## src/cie_pkg.sv

```systemverilog
// cie_pkg: constants shared by the interrupt entry and return unit
package cie_pkg;
  // register byte offsets
  localparam logic [7:0] CIE_OFF_CTRL = 8'h00;
  localparam logic [7:0] CIE_OFF_FLAG = 8'h04;
  localparam logic [7:0] CIE_OFF_ENABLE = 8'h08;
  localparam logic [7:0] CIE_OFF_SP = 8'h0C;
  localparam logic [7:0] CIE_OFF_STATE = 8'h10;
  // core_control_register fields
  localparam int CIE_CTRL_GIE_BIT = 0;
  localparam int CIE_CTRL_VSEL_BIT = 1;
  // reset values
  localparam logic CIE_GIE_RST = 1'b0;
  localparam logic CIE_VSEL_RST = 1'b0;
  localparam logic [15:0] CIE_SP_RST = 16'h21FF;
  // timing in core_clock cycles
  localparam int CIE_ENTRY_CYCLES = 5;
  localparam int CIE_WAKE_EXTRA_CYCLES = 5;
  localparam int CIE_RETURN_CYCLES = 5;
  localparam int CIE_PC_BYTES = 3;
  // program words per vector slot
  localparam int CIE_VEC_WORDS = 2;
  typedef enum logic [1:0] {
    CIE_ST_IDLE = 2'b00,
    CIE_ST_ENTRY = 2'b01,
    CIE_ST_RETURN = 2'b10
  } cie_state_t;
  typedef enum logic [1:0] {
    CIE_ALU_ADD = 2'b00,
    CIE_ALU_SUB = 2'b01,
    CIE_ALU_AND = 2'b10,
    CIE_ALU_OR = 2'b11
  } cie_alu_t;
endpackage : cie_pkg

```

## src/cie_unit.sv

```systemverilog
// cie_unit: interrupt entry/return sequencing with apb registers and register-file alu
//
// The implementer's own choices: the APB interface to the registers and the register offsets.
`timescale 1ns/1ps
`default_nettype none
module cie_unit import cie_pkg::*; #(
  parameter int NSRC = 8,
  parameter int PC_W = 17,
  parameter int NREG = 32,
  parameter logic [NSRC-1:0] LEVEL_MASK = '0,
  parameter logic [PC_W-1:0] BOOT_START = '0
) (
  input wire logic core_clk_i,
  input wire logic rst_i,
  // apb slave
  input wire logic psel_i,
  input wire logic penable_i,
  input wire logic pwrite_i,
  input wire logic [7:0] paddr_i,
  input wire logic [31:0] pwdata_i,
  output logic [31:0] prdata_o,
  output logic pready_o,
  output logic pslverr_o,
  // sources
  input wire logic [NSRC-1:0] src_event_i,
  input wire logic [NSRC-1:0] src_level_i,
  output logic [NSRC-1:0] src_ack_o,
  // straps
  input wire logic boot_reset_fuse_i,
  input wire logic boot_lock_app_bit_i,
  input wire logic boot_lock_boot_bit_i,
  // pipeline
  input wire logic [PC_W-1:0] pc_i,
  input wire logic instr_done_i,
  input wire logic set_gie_instr_i,
  input wire logic clr_gie_instr_i,
  input wire logic return_from_handler_instr_i,
  input wire logic sleep_i,
  input wire logic wake_ready_i,
  output logic busy_o,
  output logic pc_load_o,
  output logic [PC_W-1:0] pc_load_addr_o,
  output logic [PC_W-1:0] reset_vector_o,
  output logic global_enable_o,
  // stack memory, one byte per access, read data one cycle later
  output logic stack_we_o,
  output logic stack_re_o,
  output logic [15:0] stack_addr_o,
  output logic [7:0] stack_wdata_o,
  input wire logic [7:0] stack_rdata_i,
  // register-file alu
  input wire logic alu_valid_i,
  input wire logic [1:0] alu_op_i,
  input wire logic [$clog2(NREG)-1:0] alu_rd_i,
  input wire logic [$clog2(NREG)-1:0] alu_rr_i,
  output logic [7:0] alu_result_o
);

  localparam int SW = $clog2(NSRC);

  function automatic logic [SW-1:0] first_set(input logic [NSRC-1:0] v);
    logic [SW-1:0] r;
    r = '0;
    for (int i = NSRC - 1; i >= 0; i--) begin
      if (v[i]) begin
        r = SW'(i);
      end
    end
    return r;
  endfunction : first_set

  function automatic logic [PC_W-1:0] vec_addr(input logic vsel, input logic [SW-1:0] idx);
    logic [PC_W-1:0] base;
    base = vsel ? BOOT_START : '0;
    return base + PC_W'((32'(idx) + 32'd1) * 32'(CIE_VEC_WORDS));
  endfunction : vec_addr

  cie_state_t st;
  logic [3:0] cnt;
  logic [3:0] entry_last;
  logic gie;
  logic vsel;
  logic [NSRC-1:0] flags;
  logic [NSRC-1:0] enable;
  logic [15:0] sp;
  logic [PC_W-1:0] saved_pc;
  logic [SW-1:0] sel;
  logic [7:0] regs [NREG];

  logic [NSRC-1:0] pending;
  logic [NSRC-1:0] req;
  logic [NSRC-1:0] w1c;
  logic [NSRC-1:0] sel_onehot;
  logic in_boot;
  logic lock_block;
  logic at_boundary;
  logic take;
  logic ret_start;
  logic entry_end;
  logic ret_end;
  logic [23:0] pc_bytes;
  logic apb_wr;
  logic mapped;

  // level sources bypass the flag store entirely
  assign pending = (flags & ~LEVEL_MASK) | (src_level_i & LEVEL_MASK);
  assign req = pending & enable;
  assign in_boot = pc_i >= BOOT_START;
  // vectors in the other section are fenced off from locked code
  assign lock_block = (boot_lock_app_bit_i & ~in_boot & vsel) |
                      (boot_lock_boot_bit_i & in_boot & ~vsel);
  // decisions only at instruction completion, or once a sleep start-up has run out
  assign at_boundary = instr_done_i | (sleep_i & wake_ready_i);
  // clear-enable in the same cycle already vetoes; set-enable acts only after next instruction
  assign take = (st == CIE_ST_IDLE) & at_boundary & gie & ~clr_gie_instr_i &
                ~set_gie_instr_i & ~return_from_handler_instr_i & ~lock_block &
                (|req);
  assign ret_start = (st == CIE_ST_IDLE) & instr_done_i & return_from_handler_instr_i;
  assign entry_end = (st == CIE_ST_ENTRY) & (cnt == entry_last);
  assign ret_end = (st == CIE_ST_RETURN) & (cnt == 4'(CIE_RETURN_CYCLES - 1));
  assign sel_onehot = NSRC'(1) << sel;
  assign pc_bytes = 24'(saved_pc);
  assign apb_wr = psel_i & penable_i & pwrite_i;
  assign w1c = (apb_wr & (paddr_i == CIE_OFF_FLAG)) ? pwdata_i[NSRC-1:0] : '0;
  assign mapped = (paddr_i == CIE_OFF_CTRL) | (paddr_i == CIE_OFF_FLAG) |
                  (paddr_i == CIE_OFF_ENABLE) | (paddr_i == CIE_OFF_SP) |
                  (paddr_i == CIE_OFF_STATE);

  assign pready_o = 1'b1;
  assign pslverr_o = psel_i & penable_i & ~mapped;
  assign busy_o = st != CIE_ST_IDLE;
  assign global_enable_o = gie;
  assign src_ack_o = take ? (NSRC'(1) << first_set(req)) : '0;
  assign pc_load_o = entry_end | ret_end;

  // sequencer
  always_ff @(posedge core_clk_i) begin
    if (rst_i) begin
      st <= CIE_ST_IDLE;
      cnt <= '0;
      entry_last <= '0;
      sel <= '0;
      saved_pc <= '0;
    end else begin
      case (st)
        CIE_ST_IDLE: begin
          cnt <= '0;
          if (take) begin
            st <= CIE_ST_ENTRY;
            sel <= first_set(req);
            saved_pc <= pc_i;
            entry_last <= sleep_i ?
              4'(CIE_ENTRY_CYCLES + CIE_WAKE_EXTRA_CYCLES - 1) :
              4'(CIE_ENTRY_CYCLES - 1);
          end else if (ret_start) begin
            st <= CIE_ST_RETURN;
          end
        end
        CIE_ST_ENTRY: begin
          cnt <= cnt + 4'd1;
          if (entry_end) begin
            st <= CIE_ST_IDLE;
          end
        end
        CIE_ST_RETURN: begin
          cnt <= cnt + 4'd1;
          if (cnt >= 4'd1 && cnt <= 4'(CIE_PC_BYTES)) begin
            saved_pc <= PC_W'({pc_bytes[15:0], stack_rdata_i});
          end
          if (ret_end) begin
            st <= CIE_ST_IDLE;
          end
        end
        default: begin
          st <= CIE_ST_IDLE;
        end
      endcase
    end
  end

  // only the program_counter goes on the stack; status_register is left to software
  always_comb begin
    stack_we_o = 1'b0;
    stack_re_o = 1'b0;
    stack_addr_o = sp;
    stack_wdata_o = 8'h00;
    pc_load_addr_o = saved_pc;
    if (st == CIE_ST_ENTRY && cnt < 4'(CIE_PC_BYTES)) begin
      stack_we_o = 1'b1;
      stack_addr_o = sp - 16'(cnt);
      stack_wdata_o = pc_bytes[8*cnt[1:0] +: 8];
    end else if (st == CIE_ST_RETURN && cnt < 4'(CIE_PC_BYTES)) begin
      stack_re_o = 1'b1;
      stack_addr_o = sp + 16'(cnt) + 16'd1;
    end
    if (entry_end) begin
      pc_load_addr_o = vec_addr(vsel, sel);
    end
  end

  // stack pointer: down by three on entry, up by three on return
  always_ff @(posedge core_clk_i) begin
    if (rst_i) begin
      sp <= CIE_SP_RST;
    end else if (entry_end) begin
      sp <= sp - 16'(CIE_PC_BYTES);
    end else if (ret_end) begin
      sp <= sp + 16'(CIE_PC_BYTES);
    end else if (apb_wr && paddr_i == CIE_OFF_SP) begin
      sp <= pwdata_i[15:0];
    end
  end

  // global enable: entry and clear win over software set paths
  always_ff @(posedge core_clk_i) begin
    if (rst_i) begin
      gie <= CIE_GIE_RST;
    end else if (take) begin
      gie <= 1'b0;
    end else if (ret_end) begin
      gie <= 1'b1;
    end else if (clr_gie_instr_i) begin
      gie <= 1'b0;
    end else if (set_gie_instr_i) begin
      gie <= 1'b1;
    end else if (apb_wr && paddr_i == CIE_OFF_CTRL) begin
      gie <= pwdata_i[CIE_CTRL_GIE_BIT];
    end
  end

  // pending flags: a new event beats any clear in the same cycle
  always_ff @(posedge core_clk_i) begin
    if (rst_i) begin
      flags <= '0;
    end else begin
      flags <= ((flags & ~w1c & ~src_ack_o) | src_event_i) & ~LEVEL_MASK;
    end
  end

  always_ff @(posedge core_clk_i) begin
    if (rst_i) begin
      enable <= '0;
      vsel <= CIE_VSEL_RST;
    end else if (apb_wr && paddr_i == CIE_OFF_ENABLE) begin
      enable <= pwdata_i[NSRC-1:0];
    end else if (apb_wr && paddr_i == CIE_OFF_CTRL) begin
      vsel <= pwdata_i[CIE_CTRL_VSEL_BIT];
    end
  end

  // strap sampled by the clock, not by the reset itself
  always_ff @(posedge core_clk_i) begin
    if (rst_i) begin
      reset_vector_o <= '0;
    end else begin
      reset_vector_o <= boot_reset_fuse_i ? BOOT_START : '0;
    end
  end

  // read data latched in the setup phase so it is a flop in the access phase
  always_ff @(posedge core_clk_i) begin
    if (rst_i) begin
      prdata_o <= 32'h0000_0000;
    end else if (psel_i && !penable_i && !pwrite_i) begin
      case (paddr_i)
        CIE_OFF_CTRL: prdata_o <= 32'({vsel, gie});
        CIE_OFF_FLAG: prdata_o <= 32'(pending);
        CIE_OFF_ENABLE: prdata_o <= 32'(enable);
        CIE_OFF_SP: prdata_o <= 32'(sp);
        CIE_OFF_STATE: prdata_o <= {8'h00, 4'(sel), cnt, 14'h0000, st};
        default: prdata_o <= 32'h0000_0000;
      endcase
    end
  end

  // one-cycle alu: operands read and result written at the same edge, no divided clock
  always_ff @(posedge core_clk_i) begin
    if (rst_i) begin
      alu_result_o <= 8'h00;
      // the file has no load port, so each entry starts at its own index
      for (int i = 0; i < NREG; i++) begin
        regs[i] <= 8'(i);
      end
    end else if (alu_valid_i) begin
      case (cie_alu_t'(alu_op_i))
        CIE_ALU_ADD: begin
          regs[alu_rd_i] <= regs[alu_rd_i] + regs[alu_rr_i];
          alu_result_o <= regs[alu_rd_i] + regs[alu_rr_i];
        end
        CIE_ALU_SUB: begin
          regs[alu_rd_i] <= regs[alu_rd_i] - regs[alu_rr_i];
          alu_result_o <= regs[alu_rd_i] - regs[alu_rr_i];
        end
        CIE_ALU_AND: begin
          regs[alu_rd_i] <= regs[alu_rd_i] & regs[alu_rr_i];
          alu_result_o <= regs[alu_rd_i] & regs[alu_rr_i];
        end
        default: begin
          regs[alu_rd_i] <= regs[alu_rd_i] | regs[alu_rr_i];
          alu_result_o <= regs[alu_rd_i] | regs[alu_rr_i];
        end
      endcase
    end
  end
endmodule : cie_unit
`default_nettype wire

```

## config.mk

```make
export PLATFORM = sky130hd
export DESIGN_NAME = cie_unit
export DESIGN_NICKNAME = d
export VERILOG_FILES = /design/src/cie_pkg.sv /design/src/cie_unit.sv
export SDC_FILE = /design/constraint.sdc
export NUM_CORES = 1
export LEC_CHECK = 0
export BUFFER_PORTS_ARGS = -buffer_cell sky130_fd_sc_hd__buf_2
export CORE_AREA = 2 2 294 296
export DETAILED_ROUTE_END_ITERATION = 8
export DIE_AREA = 0 0 296 298
export PLACE_DENSITY_LB_ADDON = 0.2
export SLEW_MARGIN = 10
export SYNTH_ARGS = -nofsm -noshare
export SYNTH_HDL_FRONTEND = slang
export SYNTH_SLANG_ARGS = --single-unit
export TNS_END_PERCENT = 50
```

## constraint.sdc

```tcl
create_clock -name core_clk_i -period 7.7 [get_ports core_clk_i]
set_clock_uncertainty 0.15 [all_clocks]
set_input_delay 1.54 -clock core_clk_i [delete_from_list [all_inputs] [get_ports core_clk_i]]
set_output_delay 1.54 -clock core_clk_i [all_outputs]
set_load 0.05 [all_outputs]
```

### Word level (Yosys, flattened, before mapping)

Memories as Yosys holds them, arrays and structs flattened.
Index checks and enable logic that the tools add are counted.

| word-level totals | value |
|---|---|
| input port bits | 108 |
| memories | 1 |
| logic and storage cells | 176 |
| flip-flop bits (word level) | 104 |
| RAM bits | 256 |
| output and inout port bits | 113 |

Memory list:

| memory | words | width | rd ports | clocked after Yosys merged registers in | wr ports | RTL line | RTL |
|---|---|---|---|---|---|---|---|
| regs | 32 | 8 | 2 | 0 | 32 | cie_unit.sv:88 | `logic [7:0] regs [NREG];` |

| cells by class | value |
|---|---|
| muxes and demuxes | 60 |
| shift-type cells | 2 |
| bitwise logic cells | 46 |
| reductions and logical operators | 27 |
| add/sub/neg operators | 9 |
| magnitude comparators | 4 |
| equality and inequality tests | 15 |

Operators with widths:

| cell | number |
|---|---|
| $pmux 23 s5 | 1 |
| $mux 16 | 5 |
| $mux 8 | 7 |
| $mux 17 | 3 |
| $pmux 17 s2 | 1 |
| $and 8x8->8 | 4 |
| $mux 1 | 26 |
| $mux 3 | 8 |
| $pmux 8 s3 | 1 |
| $shiftx 24x6->8 | 1 |
| $and 1x1->1 | 20 |
| $ge 17x1->1 const B | 1 |
| $add 16x1->16 const B | 1 |
| $add 16x2->16 const B | 1 |
| $add 16x4->16 | 1 |
| $eq 8x4->1 const B | 2 |
| $not 8->8 | 2 |
| $or 8x8->8 | 2 |
| $reduce_or 8->1 | 2 |
| $sub 16x2->16 const B | 1 |
| $sub 16x4->16 | 1 |
| $or 1x1->1 | 10 |
| $add 8x8->8 | 1 |
| $eq 8x3->1 const B | 1 |
| other kinds (31) | 60 |

### Longest topological paths before layout

| depth | value |
|---|---|
| depth in word-level cells | 14 |
| gate-level depth with buffers | 16 |
| depth with buffers taken out | 13 |

### Least setup slack after synthesis

Ideal clock, no wire load.

| path | value |
|---|---|
| path type | input to output |
| start | input clr_gie_instr_i |
| end | output src_ack_o[3] |
| stages on the path | 3 |
| required time | 6.010 ns |
| setup slack | 1.813 ns |
| path buffers | 0 |
| arrival | 4.197 ns |
| cells stage by stage | or3_4 > or4_1 > nor4b_1 |

| on the way | value |
|---|---|
| longest elaborated chain between the ends | 7 |

RTL lines:

| element | RTL line | RTL |
|---|---|---|
| from (decl) | cie_unit.sv:36 | `input wire logic clr_gie_instr_i,` |
| $not 1->1 | cie_unit.sv:115 | `assign take = (st == CIE_ST_IDLE) & at_boundary & gie & ~clr_gie_instr_i &` |
| $and 1x1->1 (2 in a row) | cie_unit.sv:115 |  |
| $and 1x1->1 (3 in a row) | cie_unit.sv:116 | `~set_gie_instr_i & ~return_from_handler_instr_i & ~lock_block &` |
| $mux 8 | cie_unit.sv:133 | `assign src_ack_o = take ? (NSRC'(1) << first_set(req)) : '0;` |
| to (decl) | cie_unit.sv:27 | `output logic [NSRC-1:0] src_ack_o,` |

Every way passes these cells.

==> flow_metrics.py <==
metrics = {
    "finish": {
        "multi_input_area_mm2": 0.0106,
        "drive_gt1_share_pct": 23.3,
        "fin_util_pct": 28.8,
        "fillerInstances": 8859,
        "ff_latch_area_mm2": 0.00955,
        "syn_to_final_growth_pct": 16.0,
        "final_nets": 2165,
        "final_cells": 3188,
    },
    "clocking": {
        "cts_tree": "built",
        "clkTransAtPathRegs_ns": 0.06,
        "cts_buffers": 44,
        "clock-sinks": 349,
        "cts_htree_levels": 2,
        "worstSkewPairLatency_ns": 0.62,
        "root_buffer": "clkbuf_16",
        "clockBufferDepth": 3,
        "cts_resized": 0,
        "holdBufCountCts": 0,
        "cts_setup_buffers": 0,
    },
    "global_route": {
        "grt_pass1_vias": 16300,
        "grt_max_degree": 75,
        "grt.total_usage_pct": 16.5,
        "grt_pass1_wl_um": 109000,
        "gr-total-overflow": 0,
        "antenna_found_initial": 3,
    },
    "logic_synthesis": {
        "yosysMostFrequentCell": "nor2_1",
        "synth.avg_cell_area_um2": 11.0,
        "synthArstFlopShare_pct": 0,
        "yosys_warnings": 0,
        "synth-edff-count": 256,
        "yosysTopAreaCell": "edfxtp_1",
        "ys_seq_elements": 349,
        "synth_cells": 1920,
        "ys_seq_area_share_pct": 45.3,
        "synth.area.top_cells": "edfxtp_1 37%, mux4_2 15%, dfxtp_1 8.8%, nor2_1 4.7%, nand2_1 3.2%",
        "yosysUniqueCellTypes": 82,
        "syn_area_mm2": 0.0211,
        "yosys-top-cells-count": "263 x nor2_1, 256 x edfxtp_1, 179 x nand2_1",
        "yosys_most_used_dff": "edfxtp_1",
        "yosysTopAreaCellShare_pct": 36.5,
    },
    "setup_path": {
        "worstSetupStartpointType": "input port",
        "cp.depth": 13,
        "critical_path.max_stage_delay_ns": 0.61,
        "regToRegSetupSlack_ns": 2.74,
        "reg2regPathDepth": 14,
        "timing.rr.end": "regs[28][6]",
        "cp.buffers_inverters": 3,
        "r2r_start": "regs[23][0]",
        "required_ns": 7.87,
        "worst_path_max_delay_cell": "buf_4",
        "crit_family": "multiplexers",
        "critical_path_arrival_ns": 6.41,
        "cp_cell_sequence": "buf_4 > buf_4 > mux4_2 > mux4_2 > mux2i_1 > ha_1 > nor3b_1 > nor3_1 > o31ai_1 > a221o_1 > a21boi_4 > buf_4 > nor2_1",
        "crit_type": "input port to register",
        "cp_common_cell": "buf_4",
        "end_kind": "register",
        "cp_max_fo": 35,
    },
    "die": {
        "coreArea_mm2": 0.0849,
        "pin_count": 221,
        "dieArea_mm2": 0.0882,
        "core.rowCount": 107,
        "die_w_um": 296,
        "start_util_pct": 24.8,
        "die_y_um": 298,
    },
    "detailed_routing": {
        "wl_per_cell_um": 23.1,
        "dr_total_vias": 16200,
        "routed_via_density": 5.08,
        "ant_nets": 0,
        "drtIter0Drc": 1250,
        "drt-pass1-iter-count": 6,
        "drc": 0,
        "wl_um": 73700,
    },
    "power": {
        "vdd_ir_drop_max_mv": 0.148,
        "p_leak_nw": 8.53,
        "pwr-share-clk_pct": 40.3,
        "p_int_w": 0.00368,
        "power.share.switching_pct": 32.2,
        "power_switching_w": 0.00175,
        "p_per_area_mw_per_mm2": 223,
        "p_comb_share_pct": 20.9,
        "p_seq_share_pct": 38.9,
    },
    "sta": {
        "grt_setup_unrepaired": "no",
        "tightest_slew_ns": 1.02,
        "setup_viol": 0,
        "fin_ws_ns": 1.45,
        "hold_viol": 0,
        "layout_min_cycle_time_ns": 6.25,
        "relSlewSlack_pct": 32.1,
        "fmaxAchievable_mhz": 160,
        "tns_ns": 0,
        "drv_slew": 0,
        "fin_crit_sh_pct": 81.1,
    },
    "placed_design": {
        "dp_slack_ns": 0.899,
        "placedCellCount": 3109,
        "dp.final_hpwl_um": 52200,
        "place.gp.congestion": 0.841,
        "port_buffers": 167,
    },
    "min_path": {
        "hold_path_class": "register to register",
        "whs_path_depth": 2,
        "holdCritStartpoint": "prdata_o[22]",
        "hold_end": "prdata_o[22]",
    },
    "outcome": {
        "status": "completed",
    },
    "flow_run": {
        "maxCapViolCount": 0,
    },
}
## cells in the final DEF (no fill, tap or decap), types with 11 or more instances in the layout
cell type	n
nor2_1	260
edfxtp_1	256
nand2_1	179
buf_2	163
mux4_2	144
dfxtp_1	93
a21oi_1	89
nor3_1	84
mux2i_1	58
inv_1	54
nand3_1	47
clkbuf_16	44
ha_1	42
nand2b_1	41
buf_4	41
a22oi_1	39
o21ai_0	38
conb_1	27
and2_1	21
xor2_1	18
a22o_1	15
xnor2_1	14
a211oi_2	14
a211oi_1	13
and3_1	11
nor2b_1	11
o22ai_1	11
## tightest hold or removal path: stages, from the launching register on
cell and delay [ns]:
dfxtp_1 0.31, nand2_1 0.05, a21oi_1 0.05
## worst max path at each step
stage | start | endpoint | slack [ns]
floorplan | clr_gie_instr_i | src_ack_o[3] | 1.81
global placement | alu_rr_i[0] | regs[30][6] | 0.95
detailed placement | alu_rr_i[0] | regs[28][6] | 0.90
CTS | alu_rr_i[0] | regs[28][6] | 1.53
global route | alu_rr_i[0] | regs[28][6] | 1.14
finish | alu_rr_i[0] | regs[28][6] | 1.45
## layout make-up
| class | instances | share of cell area [%] |
|---|---|---|
| sequential | 349 | 39.1 |
| timing repair buffer | 205 | 4.68 |
| multi-input combinational | 1357 | 43.3 |
| clock buffer | 54 | 4.87 |
| tap | 1144 | 5.86 |
| clock inverter | 24 | 1.35 |
| antenna | 1 | 0.0102 |
| inverter | 54 | 0.830 |
## sequential cells by signal (all words and copies together), names as in the netlist
name / flops
alu_result_o: 8
cnt: 4
enable: 8
entry_last: 2
flags: 8
global_enable_o: 1
prdata_o: 23
regs: 256
saved_pc: 17
sel: 3
sp: 16
st: 2
vsel: 1
## layer usage
layer  share of wire (%)  track usage [%]  up-vias
li1                    -                -     7279
met1                  44             22.5     8251
met2                  47             26.5      556
met3                 7.0             3.25      107
met4                 2.4             4.24        2
met5               0.016                0        -
## per-stage QoR
step | power, W | hold slack [ns] | instance area (um^2)
floorplan | 0.00287 | 0.326 | 21200
global placement | 0.00327 | 0.290 | 22900
detailed placement | 0.00328 | 0.296 | 22900
CTS | 0.00548 | 0.307 | 24400
global route | 0.00563 | 0.324 | 24400
finish | 0.00543 | 0.305 | 24400
## kinds of logic (layout without fill, tap and decap cells)
kind of cell | Yosys count | after routing | share of synthesized area, %
buffers and inverters | 239 | 337 | 5.33
AOI/OAI and AO/OA | 310 | 310 | 10.2
DFF | 349 | 349 | 45.3
other | 2 | 28 | 0.0357
muxes | 207 | 207 | 18.4
and+or+nand+nor | 735 | 735 | 16.4
adders and majority gates | 46 | 46 | 2.88
xor gates and xnor gates | 32 | 32 | 1.33
## power by group through the flow
stage,clock [W],combinational [W],sequential (W)
6_report,0.00219,0.00113,0.00211
5_1_grt,0.00231,0.00120,0.00212
4_1_cts,0.00224,0.00113,0.00211
3_5_place_dp,0,0.00113,0.00215
3_3_place_gp,0,0.00112,0.00215
2_1_floorplan,0,0.000715,0.00216
No activity file was read; power rests on OpenSTA's default activity.
